===== src/include/adcs_pkg.sv =====
// constants, types and helpers for the converter sequencer
package adcs_pkg;
  // register byte offsets
  localparam logic [7:0] OFF_RES_HI = 8'h00;
  localparam logic [7:0] OFF_RES_LO = 8'h04;
  localparam logic [7:0] OFF_CTRL   = 8'h08;
  localparam logic [7:0] OFF_PINCFG = 8'h0c;
  localparam logic [7:0] OFF_TIMING = 8'h10;
  localparam logic [7:0] OFF_STATUS = 8'h14;
  localparam logic [7:0] OFF_PORT   = 8'h18;
  // reset values
  localparam logic [3:0] PCFG_ALL_ANALOG    = 4'h0;
  localparam logic [3:0] PCFG_PORTB_DIGITAL = 4'h7;
  localparam logic [7:0] RES_RST            = 8'h00;
  // timing
  localparam int         CLK_NS     = 8;
  localparam int         RC_TAD_NS  = 1200;
  localparam logic [7:0] RC_DIV     = 8'((RC_TAD_NS + CLK_NS - 1) / CLK_NS);
  localparam logic [4:0] INSTR_CYC  = 5'h04;
  localparam logic [4:0] WAIT_TAD   = 5'h02;
  localparam logic [4:0] CONV_TAD   = 5'h0b;
  localparam logic [2:0] ACQ_MANUAL = 3'h0;
  localparam logic [3:0] TRIG_MODE  = 4'hb;
  localparam int         NUM_CH     = 13;
  localparam logic [1:0] RESP_OKAY   = 2'h0;
  localparam logic [1:0] RESP_SLVERR = 2'h2;
  // register layouts
  typedef struct packed {
    logic [3:0] channel_sel;
    logic       go;
    logic       converter_on;
  } adcs_ctrl_s;
  typedef struct packed {
    logic       ref_high_sel;
    logic       ref_low_sel;
    logic [3:0] pin_analog_cfg;
  } adcs_pincfg_s;
  typedef struct packed {
    logic       result_justify;
    logic [2:0] acq_time_sel;
    logic [2:0] conv_clock_sel;
  } adcs_timing_s;
  typedef enum logic [2:0] {
    ST_OFF    = 3'b000,
    ST_DISCH  = 3'b001,
    ST_SAMPLE = 3'b010,
    ST_ACQ    = 3'b011,
    ST_DELAY  = 3'b100,
    ST_CONV   = 3'b101
  } adcs_state_e;
  // programmed acquisition length in bit periods
  function automatic logic [4:0] acq_tads(input logic [2:0] sel);
    case (sel)
      3'h1:    return 5'h02;
      3'h2:    return 5'h04;
      3'h3:    return 5'h06;
      3'h4:    return 5'h08;
      3'h5:    return 5'h0c;
      3'h6:    return 5'h10;
      3'h7:    return 5'h14;
      default: return 5'h00;
    endcase
  endfunction : acq_tads
  // clock cycles per bit period
  function automatic logic [7:0] tad_div(input logic [2:0] sel);
    case (sel)
      3'h0:    return 8'h02;
      3'h4:    return 8'h04;
      3'h1:    return 8'h08;
      3'h5:    return 8'h10;
      3'h2:    return 8'h20;
      3'h6:    return 8'h40;
      default: return RC_DIV;
    endcase
  endfunction : tad_div
  // pins that the pin config makes analog
  function automatic logic [NUM_CH-1:0] analog_mask(input logic [3:0] cfg);
    logic [4:0] n;
    logic [NUM_CH-1:0] m;
    n = (cfg <= 4'h2) ? 5'd13 : 5'(5'd15 - {1'b0, cfg});
    for (int i = 0; i < NUM_CH; i++) begin
      m[i] = (5'(i) < n);
    end
    return m;
  endfunction : analog_mask
endpackage : adcs_pkg


===== src/hdl/adcs_sequencer.sv =====
// successive-approximation converter sequencer with axi4-lite registers
//
// Our own choices: the AXI4-Lite register port and the address map.
module adcs_sequencer
  import adcs_pkg::*;
(
  // clock and reset
  input  wire logic              aclk,
  input  wire logic              aresetn,
  // axi4-lite write
  input  wire logic [7:0]        awaddr,
  input  wire logic              awvalid,
  output logic                   awready,
  input  wire logic [31:0]       wdata,
  input  wire logic [3:0]        wstrb,
  input  wire logic              wvalid,
  output logic                   wready,
  output logic [1:0]             bresp,
  output logic                   bvalid,
  input  wire logic              bready,
  // axi4-lite read
  input  wire logic [7:0]        araddr,
  input  wire logic              arvalid,
  output logic                   arready,
  output logic [31:0]            rdata,
  output logic [1:0]             rresp,
  output logic                   rvalid,
  input  wire logic              rready,
  // analog front end
  input  wire logic              comp_in,
  output logic                   sample_en,
  output logic                   discharge,
  output logic [3:0]             channel_out,
  output logic [1:0]             ref_sel,
  output logic [9:0]             dac_code,
  // port pins and strap
  input  wire logic [NUM_CH-1:0] pin_in,
  input  wire logic              portb_analog_reset_cfg,
  // compare module
  input  wire logic [3:0]        compare_mode_sel,
  input  wire logic              compare_trig,
  output logic                   timer_clear
);
  // register state
  adcs_ctrl_s        ctrl_reg;
  adcs_pincfg_s      pcfg_reg;
  adcs_timing_s      tim_reg;
  logic [7:0]        res_hi_reg, res_lo_reg;
  logic              done_reg;
  adcs_state_e       state_reg, state_next;
  logic [7:0]        tad_cnt_reg;
  logic [4:0]        ph_cnt_reg;
  logic [9:0]        dac_reg;
  logic [1:0]        comp_ff_reg, strap_ff_reg, load_cnt_reg;
  logic [NUM_CH-1:0] pin_ff1_reg, pin_ff2_reg;
  logic [7:0]        awaddr_reg;
  logic [31:0]       wdata_reg;
  logic              wstrb0_reg;
  logic              awready_reg, wready_reg, bvalid_reg, arready_reg, rvalid_reg;
  logic [1:0]        bresp_reg, rresp_reg;
  logic [31:0]       rdata_reg;
  logic              sample_reg, disch_reg, timer_clear_reg;

  // pin and comparator synchronisers
  always_ff @(posedge aclk) begin
    comp_ff_reg  <= {comp_ff_reg[0], comp_in};
    strap_ff_reg <= {strap_ff_reg[0], portb_analog_reset_cfg};
    pin_ff1_reg  <= pin_in;
    pin_ff2_reg  <= pin_ff1_reg;
  end

  // write decode
  wire do_write  = !awready_reg && !wready_reg && !bvalid_reg;
  wire wr_en     = do_write && wstrb0_reg;
  wire wr_hit    = (awaddr_reg == OFF_RES_HI) || (awaddr_reg == OFF_RES_LO) ||
                   (awaddr_reg == OFF_CTRL) || (awaddr_reg == OFF_PINCFG) ||
                   (awaddr_reg == OFF_TIMING) || (awaddr_reg == OFF_STATUS) ||
                   (awaddr_reg == OFF_PORT);
  wire wr_res_hi = wr_en && (awaddr_reg == OFF_RES_HI);
  wire wr_res_lo = wr_en && (awaddr_reg == OFF_RES_LO);
  wire wr_ctrl   = wr_en && (awaddr_reg == OFF_CTRL);
  wire wr_pcfg   = wr_en && (awaddr_reg == OFF_PINCFG);
  wire wr_tim    = wr_en && (awaddr_reg == OFF_TIMING);
  wire wr_stat   = wr_en && (awaddr_reg == OFF_STATUS);

  // bit period timing
  wire        tad_tick = (tad_cnt_reg == 8'h00);
  wire [7:0]  tad_len  = tad_div(tim_reg.conv_clock_sel);
  wire [4:0]  acq_len  = acq_tads(tim_reg.acq_time_sel);
  wire        st_chg   = (state_next != state_reg);
  wire        comp_s   = comp_ff_reg[1];
  wire [3:0]  bit_idx  = 4'(5'd10 - ph_cnt_reg);

  // one successive-approximation step
  function automatic logic [9:0] sar_step(input logic [9:0] code, input logic [3:0] b,
                                          input logic keep);
    logic [9:0] c;
    c    = code;
    c[b] = keep;
    if (b != 4'h0) begin
      c[b-4'h1] = 1'b1;
    end
    return c;
  endfunction : sar_step

  // completion, trigger and result formatting
  wire       on_now     = ctrl_reg.converter_on;
  wire       conv_done  = (state_reg == ST_CONV) && tad_tick && ctrl_reg.go && on_now &&
                          (ph_cnt_reg == CONV_TAD - 5'h1);
  wire [9:0] res_word   = sar_step(dac_reg, 4'h0, comp_s);
  wire [7:0] res_hi     = tim_reg.result_justify ? {6'h00, res_word[9:8]} : res_word[9:2];
  wire [7:0] res_lo     = tim_reg.result_justify ? res_word[7:0] : {res_word[1:0], 6'h00};
  wire       trig_mode  = compare_trig && (compare_mode_sel == TRIG_MODE);
  wire       trig_go    = trig_mode && on_now;
  wire       load_strap = (load_cnt_reg == 2'h2);

  // next control register: done clears go, trigger sets it
  wire       on_next  = wr_ctrl ? wdata_reg[0] : on_now;
  wire       go_wr    = wr_ctrl ? (wdata_reg[1] && wdata_reg[0]) : ctrl_reg.go;
  wire       go_next  = trig_go || (on_next && go_wr && !conv_done);
  wire [3:0] chs_next = wr_ctrl ? wdata_reg[5:2] : ctrl_reg.channel_sel;
  wire       done_nx  = conv_done || (done_reg && !(wr_stat && wdata_reg[0]));

  // sequencer next state; channel and pin direction never enter here
  always_comb begin
    state_next = state_reg;
    case (state_reg)
      ST_OFF:    if (on_now) state_next = ST_DISCH;
      ST_DISCH:  if (tad_tick && ph_cnt_reg == WAIT_TAD - 5'h1) state_next = ST_SAMPLE;
      ST_SAMPLE: begin
        if (ctrl_reg.go) begin
          state_next = (tim_reg.acq_time_sel == ACQ_MANUAL) ? ST_DELAY : ST_ACQ;
        end
      end
      ST_ACQ: begin
        if (!ctrl_reg.go) state_next = ST_DISCH;
        else if (tad_tick && ph_cnt_reg == acq_len - 5'h1) state_next = ST_CONV;
      end
      ST_DELAY: begin
        if (!ctrl_reg.go) state_next = ST_DISCH;
        else if (ph_cnt_reg == INSTR_CYC - 5'h1) state_next = ST_CONV;
      end
      ST_CONV: begin
        if (!ctrl_reg.go || conv_done) state_next = ST_DISCH;
      end
      default:   state_next = ST_OFF;
    endcase
    if (!on_now) begin
      state_next = ST_OFF;
    end
  end

  // sequencer state and counters
  always_ff @(posedge aclk) begin
    if (!aresetn) begin
      state_reg   <= ST_OFF;
      tad_cnt_reg <= 8'h00;
      ph_cnt_reg  <= 5'h00;
    end else begin
      state_reg   <= state_next;
      tad_cnt_reg <= (st_chg || tad_tick) ? tad_len - 8'h1 : tad_cnt_reg - 8'h1;
      if (st_chg) ph_cnt_reg <= 5'h00;
      else if (state_reg == ST_DELAY || tad_tick) ph_cnt_reg <= ph_cnt_reg + 5'h1;
    end
  end

  // successive-approximation register, any selected pin converts
  always_ff @(posedge aclk) begin
    if (!aresetn) begin
      dac_reg <= 10'h000;
    end else if (state_next == ST_CONV && st_chg) begin
      dac_reg <= 10'h200;
    end else if (state_reg == ST_CONV && tad_tick && ph_cnt_reg != 5'h00) begin
      dac_reg <= sar_step(dac_reg, bit_idx, comp_s);
    end else if (state_reg != ST_CONV) begin
      dac_reg <= 10'h000;
    end
  end

  // control and config registers
  always_ff @(posedge aclk) begin
    if (!aresetn) begin
      ctrl_reg     <= '0;
      tim_reg      <= '0;
      pcfg_reg     <= '0;
      done_reg     <= 1'b0;
      load_cnt_reg <= 2'h0;
    end else begin
      ctrl_reg     <= '{channel_sel: chs_next, go: go_next, converter_on: on_next};
      done_reg     <= done_nx;
      if (wr_tim) tim_reg <= adcs_timing_s'({wdata_reg[7], wdata_reg[5:0]});
      if (load_cnt_reg != 2'h3) load_cnt_reg <= load_cnt_reg + 2'h1;
      if (wr_pcfg) pcfg_reg <= wdata_reg[5:0];
      else if (load_strap) begin
        pcfg_reg.pin_analog_cfg <= strap_ff_reg[1] ? PCFG_ALL_ANALOG
                                                   : PCFG_PORTB_DIGITAL;
      end
    end
  end

  // result pair: completion wins, abort never writes
  always_ff @(posedge aclk) begin
    if (!aresetn) begin
      res_hi_reg <= RES_RST;
      res_lo_reg <= RES_RST;
    end else if (conv_done) begin
      res_hi_reg <= res_hi;
      res_lo_reg <= res_lo;
    end else begin
      if (wr_res_hi) res_hi_reg <= wdata_reg[7:0];
      if (wr_res_lo) res_lo_reg <= wdata_reg[7:0];
    end
  end

  // read mux, unimplemented bits zero
  wire [NUM_CH-1:0] port_rd = pin_ff2_reg & ~analog_mask(pcfg_reg.pin_analog_cfg);
  wire [31:0] rd_word =
    (araddr == OFF_RES_HI) ? {24'h0, res_hi_reg} :
    (araddr == OFF_RES_LO) ? {24'h0, res_lo_reg} :
    (araddr == OFF_CTRL)   ? {26'h0, ctrl_reg} :
    (araddr == OFF_PINCFG) ? {26'h0, pcfg_reg} :
    (araddr == OFF_TIMING) ? {24'h0, tim_reg.result_justify, 1'b0, tim_reg[5:0]} :
    (araddr == OFF_STATUS) ? {27'h0, state_reg, ctrl_reg.go, done_reg} :
    (araddr == OFF_PORT)   ? {19'h0, port_rd} : 32'h0;
  wire rd_hit = (araddr <= OFF_PORT) && (araddr[1:0] == 2'h0);

  // axi4-lite write channel
  always_ff @(posedge aclk) begin
    if (!aresetn) begin
      awready_reg <= 1'b1;
      wready_reg  <= 1'b1;
      bvalid_reg  <= 1'b0;
      bresp_reg   <= RESP_OKAY;
      awaddr_reg  <= 8'h00;
      wdata_reg   <= 32'h0;
      wstrb0_reg  <= 1'b0;
    end else begin
      if (awvalid && awready_reg) begin
        awready_reg <= 1'b0;
        awaddr_reg  <= awaddr;
      end
      if (wvalid && wready_reg) begin
        wready_reg <= 1'b0;
        wdata_reg  <= wdata;
        wstrb0_reg <= wstrb[0];
      end
      if (do_write) begin
        bvalid_reg <= 1'b1;
        bresp_reg  <= wr_hit ? RESP_OKAY : RESP_SLVERR;
      end
      if (bvalid_reg && bready) begin
        bvalid_reg  <= 1'b0;
        awready_reg <= 1'b1;
        wready_reg  <= 1'b1;
      end
    end
  end

  // axi4-lite read channel
  always_ff @(posedge aclk) begin
    if (!aresetn) begin
      arready_reg <= 1'b1;
      rvalid_reg  <= 1'b0;
      rdata_reg   <= 32'h0;
      rresp_reg   <= RESP_OKAY;
    end else if (arvalid && arready_reg) begin
      arready_reg <= 1'b0;
      rvalid_reg  <= 1'b1;
      rdata_reg   <= rd_hit ? rd_word : 32'h0;
      rresp_reg   <= rd_hit ? RESP_OKAY : RESP_SLVERR;
    end else if (rvalid_reg && rready) begin
      rvalid_reg  <= 1'b0;
      arready_reg <= 1'b1;
    end
  end

  // analog control outputs from next state, timer clear from trigger mode
  always_ff @(posedge aclk) begin
    if (!aresetn) begin
      sample_reg      <= 1'b0;
      disch_reg       <= 1'b0;
      timer_clear_reg <= 1'b0;
    end else begin
      sample_reg      <= (state_next == ST_SAMPLE) || (state_next == ST_ACQ);
      disch_reg       <= (state_next == ST_DISCH);
      timer_clear_reg <= trig_mode;
    end
  end

  assign awready     = awready_reg;
  assign wready      = wready_reg;
  assign bvalid      = bvalid_reg;
  assign bresp       = bresp_reg;
  assign arready     = arready_reg;
  assign rvalid      = rvalid_reg;
  assign rdata       = rdata_reg;
  assign rresp       = rresp_reg;
  assign sample_en   = sample_reg;
  assign discharge   = disch_reg;
  assign channel_out = ctrl_reg.channel_sel;
  assign ref_sel     = {pcfg_reg.ref_high_sel, pcfg_reg.ref_low_sel};
  assign dac_code    = dac_reg;
  assign timer_clear = timer_clear_reg;
endmodule : adcs_sequencer


===== config.mk =====
export PLATFORM = sky130hd
export DESIGN_NAME = adcs_sequencer
export DESIGN_NICKNAME = d
export VERILOG_FILES = /design/src/include/adcs_pkg.sv /design/src/hdl/adcs_sequencer.sv
export SDC_FILE = /design/constraint.sdc
export NUM_CORES = 1
export LEC_CHECK = 0
export BUFFER_PORTS_ARGS = -buffer_cell sky130_fd_sc_hd__buf_2
export CAP_MARGIN = 25
export CORE_AREA = 10 10 108 148
export CTS_BUF_LIST = sky130_fd_sc_hd__clkbuf_16
export CTS_CLUSTER_SIZE = 16
export DETAILED_ROUTE_END_ITERATION = 6
export DIE_AREA = 0 0 118 158
export GPL_TIMING_DRIVEN = 0
export PLACE_DENSITY = 0.73
export SKIP_LAST_GASP = 1
export SLEW_MARGIN = 20
export SYNTH_ARGS = -nofsm -noshare
export SYNTH_HDL_FRONTEND = slang
export SYNTH_SLANG_ARGS = --single-unit

===== constraint.sdc =====
create_clock -name aclk -period 5.9 [get_ports aclk]
set_input_delay 0.295 -clock aclk [delete_from_list [all_inputs] [get_ports aclk]]
set_output_delay 0.295 -clock aclk [all_outputs]
set_load 0.005 [all_outputs]

==> out/qor_table.md <==
| Stage | Parameter | This run |
|:---|:---|:---|
| outcome | Status | finished, final reports clean |
| global routing | Via count of the first global-routing pass | 6,052 |
| synthesis | Yosys cell types | 64 |
| global routing | First-pass GRT wire length | 30.1 mm |
| setup path | Critical setup path kind | reg -> reg |
| cts | Buffers from clock root to sink, at most | 2 |
| setup path | Critical Path End Type | flip-flop |
| synthesis | Top flip-flop cell by instance count after synthesis | dfxtp_1 |
| setup path | Critical Path RT | 6.17 ns |
| die | Total die area | 0.0186 mm2 |
| drt | Metal-1 WL | 7.37 mm |
| flow run | MaxCap Viol Count | 0 |
| placed design | GP Congestion | 0.909 |
| synthesis | Count of synthesis-stage warnings from yosys | 0 |
| cells and area | Inserted Diodes | 0 |
| power | Clk network pwr share | 0.412 |
| synthesis | Register area share after synthesis | 0.414 |
| power | Internal | 0.00168 W |
| die | Standard-cell rows | 50 |
| synthesis | Synth Cell Area | 0.00647 mm2 |
| cells and area | Filler cells | 1,243 |
| drt | Top routing layer in use | met4 |
| timing | Max Clock Freq | 260 MHz |
| drt | Drc violations | 0 |
| power | Pwr/cell area | 305 mW/mm2 |
| cells and area | Layout cells sized above 1 | 0.179 |
| cts | TritonCTS Sinks | 134 |
| timing | Max-slew violation count | 0 |
| cts | Clock-pin slew on the worst setup and hold paths | 0.06 ns |
| cells and area | Number of standard cells in the final layout excluding fillers | 1,121 |
| cts | CTS-repair resized insts | 0 |
| power | Switching power summed over all nets | 0.000737 W |
| cts | Postcts setup bufs | 0 |
| drt | Number of vias after detailed routing | 6,156 |
| cells and area | Number of nets in the layout | 1,019 |
| cts | H-tree depth reported by CTS | 4 |
| synthesis | Average cell area after synthesis | 8.26 um2 |
| cts | Clock tree from TritonCTS | built |
| cells and area | Post-route cell area | 0.00793 mm2 |
| drt | Vias/cell | 5.49 |
| setup path | Crit start category | flip-flop |
| placed design | Placed cell area | 0.00721 mm2 |
| die | Boundary pin count | 139 |
| global routing | Sum of overflow across all layers after global routing | 0 |
| die | Area inside the core boundary | 0.0133 mm2 |
| cts | Clk Tree Root Cell | clkbuf_16 |
| drt | Avg WL per Cell | 16.8 um |
| synthesis | Number of synthesized flops with an enable pin | 0 |
| global routing | Number of antenna violations at the first check in global routing | 0 |
| cells and area | Signed area change from the synthesized netlist to the final layout | 22.4% |
| power | VDD IR-drop max | 197 uV |
| cts | TritonCTS buffer count | 17 |
| drt | Metal3 WL | 1.10 mm |
| timing | Post-route minimum period | 3.84 ns |
| die | Effective utilization at floorplan | 0.488 |
| timing | Sum of negative setup slack | 0 ns |
| setup path | Worst path cell trace | ha_1 > clkbuf_1 > nand2_1 > a311oi_2 > nand2_1 > a221oi_1 > and4_4 > buf_6 > a22oi_1 > a21oi_1 > ha_1 > clkbuf_1 > nand2_1 > a21oi_1 > nor2_1 > a21oi_1 > a211oi_1 |
| timing | Final count of negative-setup-slack endpoints | 0 |
| timing | Setup skew after layout | 0.0107 ns |
| min path | HP Class | in -> reg |
| cells and area | Area used by sequential logic in the layout | 0.00268 mm2 |
| global routing | Maximum number of pins on one net before global-route repair | 17 |
| timing | Period utilization | 0.651 |
| placed design | Placed insts | 1,073 |
| die | Die boundary height | 158 um |
| setup path | Maximum fanout along the worst path | 10 |
| timing | Final Hold Vio Count | 0 |
| setup path | Highest cell delay on the worst timing path | 0.52 ns |
| cells and area | Area taken by multi-input logic gates | 0.00339 mm2 |
| placed design | Buffers added on ports | 87 |
| drt | Total Routed Length | 18.8 mm |
| synthesis | Post-Syn Instances | 784 |
| drt | Number of iterations in the first detailed-routing pass | 5 |
| cts | Latest clock arrival within the worst-skew pair | 0.42 ns |
| placed design | Half-perimeter wire length after detailed placement | 13.9 mm |
| global routing | All-Layer GR Usage | 0.199 |
| power | Sw frac | 0.305 |
| synthesis | Register bit total from synthesis | 134 |
| setup path | Slowest stage cell, crit path | dfxtp_1 |
| cts | Hold buffers post-CTS | 15 |
| synthesis | Async S/R FF share, synth | 0 |
| setup path | Data arrival time of the worst path | 4.11 ns |
| drt | ANT nets after route | 0 |
| timing | Transition time at the pin with the least slew margin | 0.894 ns |
| power | Sequential share of power | 0.418 |
| power | Combinational share of power | 0.170 |
| timing | Slew HR | 0.402 |
| drt | Met2 layer wire length in the routed design | 9.64 mm |
| die | X dimension of the die | 118 um |
| timing | Unrepaired setup endpoints after global routing | false |
| drt | Initial DRC count | 552 |
| power | Leak pwr | 3.25 nW |
metrics by stage:
stage           util  setup slack, ns  power [W]  hold WS (ns)
4_1_cts        0.597             2.08    0.00243         0.129
3_3_place_gp   0.544             2.10    0.00142         0.310
5_1_grt        0.598             1.69    0.00253         0.134
6_report       0.598             2.06    0.00242         0.133
3_5_place_dp   0.544             2.10    0.00143         0.312
2_1_floorplan      -             2.73    0.00132         0.310
synthesized netlist by cell type, types with 5 or more instances:
cell type	count	area share
nand2_1	91	0.053
nor2_1	67	0.039
nand2b_1	7	0.0068
clkbuf_1	38	0.022
nand3_1	56	0.043
mux2i_1	32	0.049
o211ai_1	7	0.0081
a22oi_1	15	0.017
o21ai_0	33	0.026
or3_1	7	0.0068
xor2_1	6	0.0081
nor2b_1	8	0.0077
a31oi_1	5	0.0048
inv_1	20	0.012
nand4_1	6	0.0058
xnor2_1	10	0.014
ha_1	14	0.027
nor3_1	18	0.014
dfxtp_1	134	0.41
and2_1	6	0.0058
a21oi_1	81	0.063
or2_2	5	0.0048
buf_4	27	0.031
a211oi_1	8	0.0093
path summary, 6_finish.rpt:
check                       from        endpoint  slack, ns  cells after the start
setup / recovery   ph_cnt_reg[1]  tad_cnt_reg[4]       2.06                     17
hold / removal         awaddr[5]   awaddr_reg[5]       0.13                      3
setup reg to reg   ph_cnt_reg[1]  tad_cnt_reg[4]       2.06                     17
hold reg to reg   pin_ff1_reg[8]  pin_ff2_reg[8]       0.32                      0
final cells by class:
cell class / count / area share
Buffer: 74 / 0.0505
Clock buffer: 17 / 0.0537
Clock inverter: 15 / 0.0167
Inverter: 21 / 0.00995
Multi-Input combinational cell: 575 / 0.427
Sequential cell: 134 / 0.338
Tap cell: 182 / 0.0287
Timing Repair Buffer: 103 / 0.0745
critical path: cells and delay by family (launching register included):
| kind | cells | cell delay (ns) |
|---|---|---|
| buf+inv | 3 | 0.80 |
| simple gates | 5 | 0.75 |
| flops | 1 | 0.52 |
| fa+ha+maj | 2 | 0.36 |
| compound gates | 7 | 1.27 |
power by group through the flow:
stage	registers, W	logic [W]	clock network, W
2_1_floorplan	0.00102	0.000300	0
3_3_place_gp	0.00103	0.000396	0
3_5_place_dp	0.00103	0.000397	0
4_1_cts	0.00101	0.000410	0.00101
5_1_grt	0.00102	0.000464	0.00105
6_report	0.00101	0.000411	0.000996
cells in the final DEF, fill, tap and decap left out, drive strengths merged, types with 6 or more instances in the layout:
| cell | n |
|---|---|
| dfxtp | 134 |
| buf | 122 |
| nand2 | 91 |
| a21oi | 81 |
| nor2 | 67 |
| clkbuf | 57 |
| nand3 | 56 |
| o21ai | 33 |
| mux2i | 32 |
| inv | 31 |
| conb | 21 |
| nor3 | 19 |
| a22oi | 15 |
| dlygate4sd3 | 15 |
| ha | 14 |
| xnor2 | 10 |
| a211oi | 8 |
| nor2b | 8 |
| nand2b | 7 |
| or3 | 7 |
| o211ai | 7 |
| and2 | 6 |
| nand4 | 6 |
| xor2 | 6 |
per-layer routing:
metal  track usage  vias up
met5             0        -
met4        0.0945        0
met3        0.0371       55
met2         0.365      233
met1         0.216     2836
li1              -     3032
logic make-up after synthesis:
| kind of cell | Yosys count | share of synthesized area |
|---|---|---|
| AO/OA/AOI/OAI | 191 | 0.187 |
| XOR/XNOR | 16 | 0.0216 |
| adder cells (fa/ha/maj) | 14 | 0.0271 |
| buffers and inverters | 95 | 0.0740 |
| flip-flops | 134 | 0.414 |
| multiplexers | 32 | 0.0495 |
| other | 1 | 0.000579 |
| AND/OR/NAND/NOR | 301 | 0.226 |
Power figures use the tool's default switching activity.
